==> src/smp_pkg.sv <==
// Purpose: Shared constants and types of the maintenance procedure block.
// Assumes: One 25 MHz clock; object indices are word indices on APB.
// Notes: Byte address of an object is four times its index.
// How it works
// - Host writes code and argument; device runs it.
// - Code five runs the index pulse search.
// - Code six resets encoder; seven clears peak.
// - Eight tunes offsets, nine resets, ten commutates.
// - Search runs at set speed, stops on index.
// - Encoder reset zeroes multi-turn and single-turn counts.
// - Position actual keeps old value until power-up.
// - Power-up loads encoder position plus home offset.
// - Home offset change leaves position actual alone.
// - Peak overload reset procedure clears peak to zero.
// - Peak holds largest overload since servo-on.
// - Power-up clears the peak overload value.
// - Tuning writes three measured signed phase offsets.
// - Abnormally large offset raises the phase alarm.
// - Software reset acts like reapplying power.
// - Commutation aligns rotor using method, current, time.
// - Power-up parameters apply only after power cycle.
package smp_pkg;
	localparam int SMP_AW = 16;
	localparam int SMP_IW = 14;
	// Object indices; byte address is index times four.
	localparam logic [13:0] IDX_ABS_CFG = 14'h2005;
	localparam logic [13:0] IDX_PH_A = 14'h2015;
	localparam logic [13:0] IDX_PH_B = 14'h2016;
	localparam logic [13:0] IDX_PH_C = 14'h2017;
	localparam logic [13:0] IDX_LIN_RES = 14'h2019;
	localparam logic [13:0] IDX_ALN_METHOD = 14'h201a;
	localparam logic [13:0] IDX_ALN_CURRENT = 14'h201b;
	localparam logic [13:0] IDX_ALN_TIME = 14'h201c;
	localparam logic [13:0] IDX_SEARCH_SPD = 14'h230c;
	localparam logic [13:0] IDX_PEAK = 14'h2604;
	localparam logic [13:0] IDX_SINGLE = 14'h2607;
	localparam logic [13:0] IDX_MULTI = 14'h260a;
	localparam logic [13:0] IDX_POS_ACT = 14'h262a;
	localparam logic [13:0] IDX_PROC_CMD = 14'h2700;
	localparam logic [13:0] IDX_PROC_ARG = 14'h2701;
	localparam logic [13:0] IDX_STATUS = 14'h27f0;
	localparam logic [13:0] IDX_HOME_OFS = 14'h3019;
	// Procedure codes.
	localparam logic [15:0] PC_SEARCH = 16'h0005;
	localparam logic [15:0] PC_ENC_RST = 16'h0006;
	localparam logic [15:0] PC_PEAK_CLR = 16'h0007;
	localparam logic [15:0] PC_TUNE = 16'h0008;
	localparam logic [15:0] PC_SOFT_RST = 16'h0009;
	localparam logic [15:0] PC_ALIGN = 16'h000a;
	// Reset values.
	localparam logic [15:0] ABS_CFG_RST = 16'h0001;
	localparam logic [15:0] ZERO16 = 16'h0000;
	localparam logic [31:0] ZERO32 = 32'h0000_0000;
	// Status register field positions.
	localparam int ST_BUSY = 0;
	localparam int ST_SERVO = 1;
	localparam int ST_ALARM = 2;
	localparam int ST_REFUSED = 3;
	localparam int ST_PH_ALARM = 4;
	localparam int ST_CFG_LSB = 16;
	// Timing: the millisecond tick of the commutation timer.
	localparam int CLK_PERIOD_NS = 40;
	localparam int MS_NS = 1000000;
	localparam int CYC_PER_MS = MS_NS / CLK_PERIOD_NS;
	// Offset tuning: samples averaged and the alarm limit in 0.1 %.
	localparam int TUNE_LOG2 = 4;
	localparam logic signed [15:0] OFS_LIMIT = 16'sh00c8;
	typedef enum logic [2:0] {
		SMP_IDLE, SMP_SEARCH, SMP_ENC_RST, SMP_TUNE, SMP_ALIGN
	} smp_state_t;
	typedef struct packed {
		logic [31:0] abs_pos;
		logic [31:0] multi;
		logic [31:0] single;
	} smp_enc_t;
	typedef logic [2:0][15:0] smp_phase_t;
endpackage

==> src/smp_core.sv <==
// Purpose: Executes maintenance procedures and holds their objects.
// Assumes: presetn is the power-up event; drive logic shares pclk.
// Notes: APB answers with one wait state; pslverr on unmapped words.
//
// Added by the designer: the APB interface to the registers.
`timescale 1ns/1ps
module smp_core
	import smp_pkg::*;
#(
	parameter int CYC_MS = CYC_PER_MS,
	parameter int TUNE_N_LOG2 = TUNE_LOG2
)
(
	// Clock and reset.
	input wire logic pclk,
	input wire logic presetn,
	// APB slave.
	input wire logic psel,
	input wire logic penable,
	input wire logic pwrite,
	input wire logic [SMP_AW-1:0] paddr,
	input wire logic [31:0] pwdata,
	output logic [31:0] prdata,
	output logic pready,
	output logic pslverr,
	// Drive state.
	input wire logic servo_on,
	input wire logic alarm_active,
	input wire logic [15:0] overload_now,
	// Encoder.
	input wire smp_enc_t enc,
	input wire logic enc_index_pin,
	input wire logic enc_reset_done,
	output logic enc_reset_req,
	// Current sensing.
	input wire logic phase_valid,
	input wire smp_phase_t phase_samples,
	output logic phase_offset_alarm,
	// Motor commands.
	output logic vel_en,
	output logic [15:0] vel_cmd,
	output logic align_en,
	output logic [15:0] align_method,
	output logic [15:0] align_current,
	output logic soft_reset_req,
	output logic busy
);
	smp_state_t state_q;
	logic [15:0] proc_cmd_q, proc_arg_q, abs_cfg_q, abs_cfg_act_q;
	logic [15:0] lin_res_q, aln_time_q, search_spd_q, peak_q;
	smp_phase_t ph_ofs_q, tune_avg;
	logic [31:0] home_ofs_q, pos_act_q, multi_q, single_q;
	logic [31:0] ms_cnt_q;
	logic [15:0] ms_q;
	logic reload_q, refused_q, servo_q, idx_sync, idx_q, idx_rise;
	logic tune_start, tune_done, tune_big;
	logic acc, wr, cmd_wr, motion, legal, accept;
	logic [SMP_IW-1:0] idx;
	logic [31:0] rdata;
	logic mapped;
	logic [15:0] wcode;

	smp_sync2 u_idx_sync (
		.pclk(pclk),
		.presetn(presetn),
		.async_in(enc_index_pin),
		.sync_out(idx_sync)
	);

	smp_offset_acc #(.LOG2N(TUNE_N_LOG2)) u_ofs (
		.pclk(pclk),
		.presetn(presetn),
		.start(tune_start),
		.sample_valid(phase_valid),
		.samples(phase_samples),
		.done(tune_done),
		.avg(tune_avg),
		.too_large(tune_big)
	);

	// Bus decode; a write counts only at the edge that completes it.
	assign idx = paddr[SMP_AW-1:2];
	assign acc = psel && penable && pready;
	assign wr = acc && pwrite && mapped;
	assign wcode = pwdata[15:0];
	assign cmd_wr = wr && (idx == IDX_PROC_CMD);
	// Procedures that move or energise the motor need servo off.
	assign motion = (wcode == PC_SEARCH) || (wcode == PC_ENC_RST) ||
		(wcode == PC_TUNE) || (wcode == PC_ALIGN);
	assign legal = (wcode >= PC_SEARCH) && (wcode <= PC_ALIGN);
	assign accept = cmd_wr && legal && (state_q == SMP_IDLE) &&
		!(motion && (servo_on || alarm_active));
	assign tune_start = accept && (wcode == PC_TUNE);
	assign idx_rise = idx_sync && !idx_q;

	// Read mux; reserved bits read as zero.
	always_comb
	begin
		rdata = ZERO32;
		mapped = 1'b1;
		unique case (idx)
			IDX_ABS_CFG: rdata[15:0] = abs_cfg_q;
			IDX_PH_A: rdata[15:0] = ph_ofs_q[0];
			IDX_PH_B: rdata[15:0] = ph_ofs_q[1];
			IDX_PH_C: rdata[15:0] = ph_ofs_q[2];
			IDX_LIN_RES: rdata[15:0] = lin_res_q;
			IDX_ALN_METHOD: rdata[15:0] = align_method;
			IDX_ALN_CURRENT: rdata[15:0] = align_current;
			IDX_ALN_TIME: rdata[15:0] = aln_time_q;
			IDX_SEARCH_SPD: rdata[15:0] = search_spd_q;
			IDX_PEAK: rdata[15:0] = peak_q;
			IDX_SINGLE: rdata = single_q;
			IDX_MULTI: rdata = multi_q;
			IDX_POS_ACT: rdata = pos_act_q;
			IDX_PROC_CMD: rdata[15:0] = proc_cmd_q;
			IDX_PROC_ARG: rdata[15:0] = proc_arg_q;
			IDX_HOME_OFS: rdata = home_ofs_q;
			IDX_STATUS:
			begin
				rdata[ST_BUSY] = busy;
				rdata[ST_SERVO] = servo_on;
				rdata[ST_ALARM] = alarm_active;
				rdata[ST_REFUSED] = refused_q;
				rdata[ST_PH_ALARM] = phase_offset_alarm;
				rdata[ST_CFG_LSB +: 16] = abs_cfg_act_q;
			end
			default: mapped = 1'b0;
		endcase
		if (paddr[1:0] != 2'b00)
			mapped = 1'b0;
	end

	// One wait state keeps pready and prdata straight from flops.
	always_ff @(posedge pclk or negedge presetn)
	begin
		if (!presetn)
		begin
			pready <= 1'b0;
			prdata <= ZERO32;
			pslverr <= 1'b0;
		end
		else
		begin
			pready <= psel && penable && !pready;
			prdata <= (psel && penable && !pready && !pwrite) ? rdata : ZERO32;
			pslverr <= psel && penable && !pready && !mapped;
		end
	end

	// Software-written parameters; abs_cfg_q and home_ofs_q act only after a reload.
	always_ff @(posedge pclk or negedge presetn)
	begin
		if (!presetn)
		begin
			abs_cfg_q <= ABS_CFG_RST;
			lin_res_q <= ZERO16;
			align_method <= ZERO16;
			align_current <= ZERO16;
			aln_time_q <= ZERO16;
			search_spd_q <= ZERO16;
			home_ofs_q <= ZERO32;
			proc_arg_q <= ZERO16;
		end
		else if (wr)
		begin
			unique case (idx)
				IDX_ABS_CFG: abs_cfg_q <= wcode;
				IDX_LIN_RES: lin_res_q <= wcode;
				IDX_ALN_METHOD: align_method <= wcode;
				IDX_ALN_CURRENT: align_current <= wcode;
				IDX_ALN_TIME: aln_time_q <= wcode;
				IDX_SEARCH_SPD: search_spd_q <= wcode;
				IDX_HOME_OFS: home_ofs_q <= pwdata;
				IDX_PROC_ARG: proc_arg_q <= wcode;
				default: ;
			endcase
		end
	end

	// Command object only takes codes that are accepted.
	always_ff @(posedge pclk or negedge presetn)
	begin
		if (!presetn)
			proc_cmd_q <= ZERO16;
		else if (accept)
			proc_cmd_q <= wcode;
	end

	// Refusal flag; a new refusal wins over a write-one clear.
	always_ff @(posedge pclk or negedge presetn)
	begin
		if (!presetn)
			refused_q <= 1'b0;
		else if (cmd_wr && !accept)
			refused_q <= 1'b1;
		else if (wr && idx == IDX_STATUS && pwdata[ST_REFUSED])
			refused_q <= 1'b0;
	end

	// Phase offsets: software may write, tuning overwrites them.
	always_ff @(posedge pclk or negedge presetn)
	begin
		if (!presetn)
			ph_ofs_q <= '0;
		else if (tune_done)
			ph_ofs_q <= tune_avg;
		else if (wr && idx == IDX_PH_A)
			ph_ofs_q[0] <= wcode;
		else if (wr && idx == IDX_PH_B)
			ph_ofs_q[1] <= wcode;
		else if (wr && idx == IDX_PH_C)
			ph_ofs_q[2] <= wcode;
	end

	// Phase offset alarm is sticky; setting beats the clear.
	always_ff @(posedge pclk or negedge presetn)
	begin
		if (!presetn)
			phase_offset_alarm <= 1'b0;
		else if (tune_done && tune_big)
			phase_offset_alarm <= 1'b1;
		else if (wr && idx == IDX_STATUS && pwdata[ST_PH_ALARM])
			phase_offset_alarm <= 1'b0;
	end

	// Reload acts as power-up: constant at reset, again on code nine.
	always_ff @(posedge pclk or negedge presetn)
	begin
		if (!presetn)
			reload_q <= 1'b1;
		else
			reload_q <= accept && (wcode == PC_SOFT_RST);
	end

	// Power-up-only parameters and the position actual value.
	always_ff @(posedge pclk or negedge presetn)
	begin
		if (!presetn)
		begin
			abs_cfg_act_q <= ABS_CFG_RST;
			pos_act_q <= ZERO32;
		end
		else if (reload_q)
		begin
			abs_cfg_act_q <= abs_cfg_q;
			pos_act_q <= enc.abs_pos + home_ofs_q;
		end
	end

	// Turn counts follow the encoder but read zero when reset ends.
	always_ff @(posedge pclk or negedge presetn)
	begin
		if (!presetn)
		begin
			multi_q <= ZERO32;
			single_q <= ZERO32;
		end
		else if (state_q == SMP_ENC_RST && enc_reset_done)
		begin
			multi_q <= ZERO32;
			single_q <= ZERO32;
		end
		else
		begin
			multi_q <= enc.multi;
			single_q <= enc.single;
		end
	end

	// Peak overload since servo-on; cleared by code seven or power-up.
	always_ff @(posedge pclk or negedge presetn)
	begin
		if (!presetn)
		begin
			peak_q <= ZERO16;
			servo_q <= 1'b0;
		end
		else
		begin
			servo_q <= servo_on;
			if (reload_q || (accept && wcode == PC_PEAK_CLR))
				peak_q <= ZERO16;
			else if (servo_on && !servo_q)
				peak_q <= ZERO16;
			else if (servo_on && overload_now > peak_q)
				peak_q <= overload_now;
		end
	end

	// Procedure sequencer.
	always_ff @(posedge pclk or negedge presetn)
	begin
		if (!presetn)
			state_q <= SMP_IDLE;
		else
		begin
			unique case (state_q)
				SMP_IDLE:
					if (accept && wcode == PC_SEARCH)
						state_q <= SMP_SEARCH;
					else if (accept && wcode == PC_ENC_RST)
						state_q <= SMP_ENC_RST;
					else if (tune_start)
						state_q <= SMP_TUNE;
					else if (accept && wcode == PC_ALIGN)
						state_q <= SMP_ALIGN;
				SMP_SEARCH:
					if (idx_rise || alarm_active)
						state_q <= SMP_IDLE;
				SMP_ENC_RST:
					if (enc_reset_done)
						state_q <= SMP_IDLE;
				SMP_TUNE:
					if (tune_done)
						state_q <= SMP_IDLE;
				SMP_ALIGN:
					if (alarm_active || (ms_q >= aln_time_q && ms_q != 0))
						state_q <= SMP_IDLE;
			endcase
		end
	end

	// Millisecond timer for rotor alignment.
	always_ff @(posedge pclk or negedge presetn)
	begin
		if (!presetn)
		begin
			ms_cnt_q <= ZERO32;
			ms_q <= ZERO16;
		end
		else if (state_q != SMP_ALIGN)
		begin
			ms_cnt_q <= ZERO32;
			ms_q <= ZERO16;
		end
		else if (ms_cnt_q == 32'(CYC_MS - 1))
		begin
			ms_cnt_q <= ZERO32;
			ms_q <= ms_q + 16'h0001;
		end
		else
			ms_cnt_q <= ms_cnt_q + 32'h0000_0001;
	end

	// Registered motor commands and request pulses.
	always_ff @(posedge pclk or negedge presetn)
	begin
		if (!presetn)
		begin
			idx_q <= 1'b0;
			vel_en <= 1'b0;
			vel_cmd <= ZERO16;
			align_en <= 1'b0;
			enc_reset_req <= 1'b0;
			soft_reset_req <= 1'b0;
			busy <= 1'b0;
		end
		else
		begin
			idx_q <= idx_sync;
			vel_en <= (state_q == SMP_SEARCH) && !idx_rise && !alarm_active;
			vel_cmd <= search_spd_q;
			align_en <= (state_q == SMP_ALIGN);
			enc_reset_req <= accept && (wcode == PC_ENC_RST);
			soft_reset_req <= accept && (wcode == PC_SOFT_RST);
			busy <= (state_q != SMP_IDLE) || accept;
		end
	end
endmodule

==> src/smp_sync2.sv <==
// Purpose: Two-flop synchroniser for a level from a pin.
// Assumes: Input is asynchronous to pclk.
// Notes: The first flop feeds only the second one.
`timescale 1ns/1ps
module smp_sync2
	import smp_pkg::*;
(
	// Clock and reset.
	input wire logic pclk,
	input wire logic presetn,
	// Level in and out.
	input wire logic async_in,
	output logic sync_out
);
	logic meta_q;

	// Both stages reset low so a stuck pin is seen after two edges.
	always_ff @(posedge pclk or negedge presetn)
	begin
		if (!presetn)
		begin
			meta_q <= 1'b0;
			sync_out <= 1'b0;
		end
		else
		begin
			meta_q <= async_in;
			sync_out <= meta_q;
		end
	end
endmodule

==> src/smp_offset_acc.sv <==
// Purpose: Averages phase current samples to find their offsets.
// Assumes: Samples arrive on sample_valid from same-clock logic.
// Notes: Average is a plain arithmetic shift of the sum.
`timescale 1ns/1ps
module smp_offset_acc
	import smp_pkg::*;
#(
	parameter int LOG2N = TUNE_LOG2
)
(
	// Clock and reset.
	input wire logic pclk,
	input wire logic presetn,
	// Control.
	input wire logic start,
	input wire logic sample_valid,
	input wire smp_phase_t samples,
	// Results.
	output logic done,
	output smp_phase_t avg,
	output logic too_large
);
	logic [LOG2N:0] cnt_q;
	logic run_q;
	logic [2:0] over;
	logic signed [LOG2N+15:0] sum_q [3];

	// Sample counter; done pulses once the last sample is summed.
	always_ff @(posedge pclk or negedge presetn)
	begin
		if (!presetn)
		begin
			cnt_q <= '0;
			run_q <= 1'b0;
			done <= 1'b0;
		end
		else
		begin
			done <= 1'b0;
			if (start)
			begin
				cnt_q <= '0;
				run_q <= 1'b1;
			end
			else if (run_q && sample_valid)
			begin
				cnt_q <= cnt_q + 1'b1;
				if (cnt_q == (LOG2N+1)'((1 << LOG2N) - 1))
				begin
					run_q <= 1'b0;
					done <= 1'b1;
				end
			end
		end
	end

	// One accumulator per phase; the limit check uses the magnitude.
	for (genvar p = 0; p < 3; p++)
	begin : g_phase
		logic signed [15:0] mean;
		assign mean = 16'(sum_q[p] >>> LOG2N);
		assign avg[p] = mean;
		assign over[p] = (mean > OFS_LIMIT) || (mean < -OFS_LIMIT);
		always_ff @(posedge pclk or negedge presetn)
		begin
			if (!presetn)
				sum_q[p] <= '0;
			else if (start)
				sum_q[p] <= '0;
			else if (run_q && sample_valid)
				sum_q[p] <= sum_q[p] + (LOG2N+16)'(signed'(samples[p]));
		end
	end
	assign too_large = |over;
endmodule

==> config.mk <==
export PLATFORM = sky130hd
export DESIGN_NAME = smp_core
export DESIGN_NICKNAME = d
export VERILOG_FILES = /design/src/smp_pkg.sv /design/src/smp_core.sv /design/src/smp_sync2.sv /design/src/smp_offset_acc.sv
export SDC_FILE = /design/constraint.sdc
export NUM_CORES = 1
export LEC_CHECK = 0
export ABC_AREA = 1
export BUFFER_PORTS_ARGS = -buffer_cell sky130_fd_sc_hd__buf_2
export CELL_PAD_IN_SITES_DETAIL_PLACEMENT = 0
export CELL_PAD_IN_SITES_GLOBAL_PLACEMENT = 1
export CORE_MARGIN = 5
export CORE_UTILIZATION = 48
export DETAILED_ROUTE_END_ITERATION = 6
export PLACE_DENSITY_LB_ADDON = 0.1
export SETUP_SLACK_MARGIN = 0.05
export SLEW_MARGIN = 20
export SYNTH_ARGS = -nofsm -noshare
export SYNTH_HDL_FRONTEND = slang
export SYNTH_HIERARCHICAL = 1
export SYNTH_SLANG_ARGS = --single-unit
export TNS_END_PERCENT = 1
==> constraint.sdc <==
create_clock -name pclk -period 5.3 [get_ports pclk]
set_input_delay 1.06 -clock pclk [delete_from_list [all_inputs] [get_ports pclk]]
set_output_delay 1.06 -clock pclk [all_outputs]
set_load 0.03 [all_outputs]
# Word level (Yosys, flattened, before mapping)
# Index checks and enable logic that the tools add are counted.
op_classes:
  add_sub_neg: 7
  n_lt_le_gt_ge: 10
  n_eq_ne: 37
  mux: 48
  reduce_logical: 82
ops:
  columns: ["cell", "n"]
  rows:
  - ["$eq A14 B14 Y1 const B", 17]
  - ["$mux W32", 6]
  - ["$pmux W11 S16", 1]
  - ["$mux W16", 9]
  - ["$mux W20", 6]
  - ["$pmux W5 S17", 1]
  - ["$pmux W16 S5", 1]
  - ["$add A20 B16 Y20", 3]
  - ["$eq A16 B3 Y1 const B", 3]
  - ["$eq A16 B4 Y1 const B", 3]
  - ["$gt A16 B9 Y1 const B", 3]
  - ["$lt A16 B9 Y1 const B", 3]
  - ["$mux W48", 1]
  - ["$logic_and A1 B1 Y1", 35]
  - ["$add A32 B1 Y32 const B", 1]
  - ["$add A32 B32 Y32", 1]
  - ["$eq A32 B15 Y1 const B", 1]
  - ["$mux W3", 8]
  - ["$reduce_and A2 Y1", 10]
  - ["$reduce_bool A2 Y1", 9]
  - ["$reduce_or A17 Y1", 1]
  - ["$add A16 B1 Y16 const B", 1]
  - ["$ge A16 B16 Y1", 1]
  - ["$ge A16 B3 Y1 const B", 1]
  - ["22 further kinds", 58]
totals:
  reg_bits: 516
  in_bits: 218
  wordCells: 226

# Longest topological paths before layout
logic_depth:
  ltp_word: 15
  ltp_mapped: 21
  ltp_nobuf: 19

# Modules after synthesis
# The synthesis kept the hierarchy.
modules_own_cells:
  columns: ["mod", "n_inst", "cells_per_inst", "area_each_um2", "seq_area_each_um2"]
  rows:
  - ["smp_core", 1, 2663, 22346.4, 11189.5]
  - ["smp_offset_acc", 1, 1035, 6718.9, 1676.6]
  - ["smp_sync2", 1, 2, 50.0, 50.0]

# Least setup slack after synthesis
# No wires, ideal clock.
synth_timing:
  path_type: "input-to-reg"
  from: "input paddr[13]"
  to: "register u_ofs/sum_q[23] in the netlist's numbering"
  arrival_ps: 3019
  slack_ps: 2153
  path_stages: 19
  path_buffers: 3
  cell_sequence: "nor2_1 nand2_1 nor2_4 nand3_2 nand2_1 nor2_1 nand2_1 nor2_1 nand2_2 nand3_4 nor2_1 nand2_1 nor2_1 buf_2 nor2_2 buf_4 buf_4 nand2_1 o31ai_1"
synth_between:
  elab_chain_len: 11
synth_rtl:
  columns: ["item", "line_no", "rtl"]
  rows:
  - ["start, declared", "smp_core.sv:21", "input wire logic [SMP_AW-1:0] paddr,"]
  - ["$eq A14 B14 Y1 (on tied branches)", "smp_core.sv:86, smp_core.sv:101", null]
  - ["$reduce_or A17 Y1 (no source line)", null, null]
  - ["$mux W1", "smp_core.sv:101", "unique case (idx)"]
  - ["$mux W1", "smp_core.sv:129", "if (paddr[1:0] != 2'b00)"]
  - ["$logic_and A1 B1 Y1", "smp_core.sv:84", "assign wr = acc && pwrite && mapped;"]
  - ["$logic_and A1 B1 Y1 *", "smp_core.sv:86", "assign cmd_wr = wr && (idx == IDX_PROC_CMD);"]
  - ["$logic_and A1 B1 Y1 * (3 in series)", "smp_core.sv:91", "assign accept = cmd_wr && legal && (state_q == SMP_IDLE) &&"]
  - ["$logic_and A1 B1 Y1 *", "smp_core.sv:93", "assign tune_start = accept && (wcode == PC_TUNE);"]
  - ["named net tune_start", "smp_core.sv:56", "logic tune_start, tune_done, tune_big;"]
  - ["$mux W20 / $reduce_bool A2 Y1 (equally long branches)", null, null]
  - ["end signal, assigned by index", "smp_offset_acc.sv:71", "sum_q[p] <= sum_q[p] + (LOG2N+16)'(signed'(samples[p]));"]
  - ["end, declared", "smp_offset_acc.sv:26", "logic signed [LOG2N+15:0] sum_q [3];"]
# Mark *: on every way through the listed nets, which the timed path passes. The rest lies on a longest branch.
# A chain may end at the register's enable or synchronous reset.

# Worst setup path in the final report
layout_timing:
  from: "input pwdata[4]"
  to: "register u_ofs.sum_q (netlist bit u_ofs/avg[2])"
layout_between:
  elab_chain_len: 9
layout_rtl:
  columns: ["item", "line_no", "rtl"]
  rows:
  - ["start, declared", "smp_core.sv:22", "input wire logic [31:0] pwdata,"]
  - ["branches (longest 7 deep; another with $ge A16 B3 Y1)", null, null]
  - ["$logic_and A1 B1 Y1 *", "smp_core.sv:93", null]
  - ["named net tune_start", "smp_core.sv:56", null]
  - ["$mux W20 / $reduce_bool A2 Y1 (equally long branches)", null, null]
# Mark *: on every way through the listed nets, which the timed path passes.

==> impl_metrics.json <==
{
  "critPathKind": "in -> reg",
  "met3_length_mm": 9.27,
  "max-cap-violations": 0,
  "layout_min_cycle_time_ns": 3.89,
  "dieHeight_um": 256,
  "cp.arrival_ns": 4.43,
  "drive_gt1_share_pct": 14.1,
  "finalHoldViolations": 0,
  "holdPathStages": 0,
  "syn_nets": 4047,
  "p_comb_share_pct": 7.5,
  "grt_pass1_wl_mm": 163,
  "firstDrtPassIters": 7,
  "crit_buf_inv": 5,
  "pwr-share-clk_pct": 46.8,
  "timing.rr.end": "peak_q[2]$_DFFE_PN0P_",
  "ir_drop_uv": 259,
  "dr.max_layer_used": "met5",
  "crit_chain": "buf_2 -> inv_1 -> nand3_1 -> inv_1 -> nand2_1 -> nor2_1 -> nand2_1 -> nand2_1 -> nor2_1 -> nand2_1 -> a21oi_1 -> nand2_1 -> nor2_1 -> buf_4 -> nor2_8 -> inv_2 -> a21oi_1 -> o21ai_0 -> o21ai_0",
  "p_per_area_nw_per_um2": 269,
  "power_mw": 8.87,
  "drc": 5,
  "hold_class": "reg -> reg",
  "cts.sinks": 516,
  "status": "complete, but fails checks",
  "via_per_inst": 5.74,
  "drv_slew": 0,
  "max_stage_delay_ns": 0.64,
  "violations": "design-rule violations",
  "area_delta_synth_final_pct": 13.3,
  "cts_setup_buffers": 0,
  "skew_ns": 0.0373,
  "synthArstFlopShare_pct": 100,
  "nets": 4279,
  "wl_mm": 108,
  "crit-reg2reg-launch": "peak_q[3]$_DFFE_PN0P_",
  "yosys.cell_types.count": 63,
  "path_max_fanout": 46,
  "wl_met2_mm": 47.1,
  "holdCritStartpoint": "u_idx_sync/meta_q$_DFF_PN0_",
  "cts_buffer_depth": 3,
  "max_slew_margin_pct": 33.4,
  "nFillCells": 5765,
  "route.vias.total": 27300,
  "io_buffers": 305,
  "cts_tree": "built",
  "synth-seq-cells": 516,
  "leakage_nw": 16.8,
  "end_kind": "register",
  "startpoint_type": "input pin",
  "power.share.sequential_pct": 45.7,
  "final_core_util_pct": 54.8,
  "wire_per_inst_um": 22.7,
  "synth_top_area_share_pct": 44.1,
  "slowest_stage": "nor2_8",
  "core_area_um2": 60200,
  "fp-row-count": 90,
  "path_clk_slew_ns": 0.06,
  "initial_utilization_pct": 48.3,
  "rr_worst_depth": 10,
  "gr-total-overflow": 0,
  "tns_ns": 0,
  "min_to": "u_idx_sync/sync_out$_DFF_PN0_",
  "path_common_cell": "nand2_1",
  "drt-initial-drc-count": 2789,
  "ys_seq_area_share_pct": 44.4,
  "synth_area_um2": 29100,
  "die_width_um": 256,
  "worstMarginPinSlew_ns": 0.998,
  "switching_power_mw": 2.24,
  "fin_crit_sh_pct": 73.4,
  "cts_resized": 0,
  "drt-met1-wl_mm": 46.9,
  "p_sw_share_pct": 25.3,
  "post-dp-hpwl_mm": 82.2,
  "synth_flop_cell": "dfrtp_1",
  "required_ns": 5.84,
  "setup_viol": 0,
  "rsz0062_at_grt": "no",
  "clock_latency_ns": 0.64,
  "grt_pass1_vias": 26700,
  "cts_buffers": 58,
  "yosys-top-cells-area": "dfrtp_1, nand2_1, ha_1, inv_1, nor2_1",
  "antenna_found_initial": 6,
  "synth_top_area_cell": "dfrtp_1",
  "layout_common_cells": "nand2_1, dfrtp_1, inv_1, nor2_1, buf_2",
  "r2r_slack_ns": 2.29,
  "intPower_mw": 6.63,
  "final_common_cell": "nand2_1",
  "syn_area_per_cell_um2": 7.87,
  "dieArea_um2": 65700,
  "holdBufCountCts": 0,
  "htreeDepth": 2,
  "ys_warn_count": 6,
  "synth-edff-count": 0,
  "boundaryPins": 306,
  "grtUsageTotal_pct": 32.0,
  "gp_congestion": 0.956,
  "grt_max_degree": 127,
  "fmax_mhz": 257,
  "crit_family": "simple AND/OR/NAND/NOR gates",
  "cts_root_buf": "clkbuf_16",
  "antenna_left": 0,
  "syn_inst": 3700
}
power by group through the flow:
stage,logic [mW],clock network [mW],registers [mW]
final,0.664,4.16,4.05
after global routing,0.749,4.36,4.06
after CTS,0.663,4.21,4.05
after detailed placement,0.659,0,4.12
after global placement,0.651,0,4.12
after floorplan,0.330,0,4.10
worst max-delay path by stage:
stage / from / endpoint / slack [ns] / cells past startpoint
global route: pwdata[4] / u_ofs/avg[34]$_DFFE_PN0P_ / 1.05 / 19
finish: pwdata[4] / u_ofs/avg[2]$_DFFE_PN0P_ / 1.41 / 19
CTS: pwdata[4] / u_ofs/avg[34]$_DFFE_PN0P_ / 1.45 / 19
floorplan: paddr[13] / u_ofs/sum_q[23]$_DFFE_PN0P_ / 2.15 / 19
detailed placement: pwdata[4] / u_ofs/avg[34]$_DFFE_PN0P_ / 0.81 / 19
global placement: paddr[6] / u_ofs/avg[4]$_DFFE_PN0P_ / 0.70 / 18
Yosys cell counts, drive strengths merged, types with 46 or more instances:
| cell | instances |
|---|---|
| nand2 | 947 |
| inv | 403 |
| o21ai | 344 |
| nor2 | 411 |
| buf | 106 |
| clkbuf | 60 |
| a21oi | 206 |
| ha | 125 |
| a22o | 46 |
| nand3 | 198 |
| dfrtp | 513 |
final cells by class:
type	instances	area, µm²	area share [%]
tap	782	978	2.97
multi-input combinational	2610	13700	41.6
inverter	408	1540	4.66
antenna	3	7.51	0.0228
timing repair buffer	338	1870	5.66
sequential	516	12900	39.2
clock inverter	30	318	0.963
clock buffer	78	1640	4.96
cell families (layout without fill, tap and decap cells):
group / after synthesis / in the layout / share of synthesized area [%]
AND/OR/NAND/NOR: 1700 / 1700 / 24.7
other: 0 / 3 / 0
adder cells (fa/ha/maj): 129 / 129 / 5.65
buffers and inverters: 574 / 854 / 8.57
XOR/XNOR: 34 / 34 / 1.02
flip-flops: 516 / 516 / 44.4
AO/OA/AOI/OAI: 747 / 747 / 15.7
flip-flops by register name, indices dropped and copies added, names as in the netlist, 32 cells and up:
register    count
home_ofs_q     32
ms_cnt_q       32
multi_q        32
ph_ofs_q       48
pos_act_q      32
prdata         32
single_q       32
u_ofs/avg      48
metal layers:
layer | vias to the layer above | GRT usage, %
li1 | 12700 | -
met5 | - | 0
met2 | 1203 | 48.6
met3 | 211 | 6.48
met4 | 4 | 11.9
met1 | 13200 | 45.6
stage by stage:
stage	area [µm²]	cells	hold WS, ns	setup slack [ns]
after floorplan	29100	3700	0.331	2.15
after CTS	33000	4762	0.351	1.45
after global placement	31000	4652	0.333	0.697
final	33000	4765	0.347	1.41
after detailed placement	31000	4654	0.337	0.814
after global routing	33000	4762	0.351	1.05
Note: power is estimated with default switching activity, not from simulation.
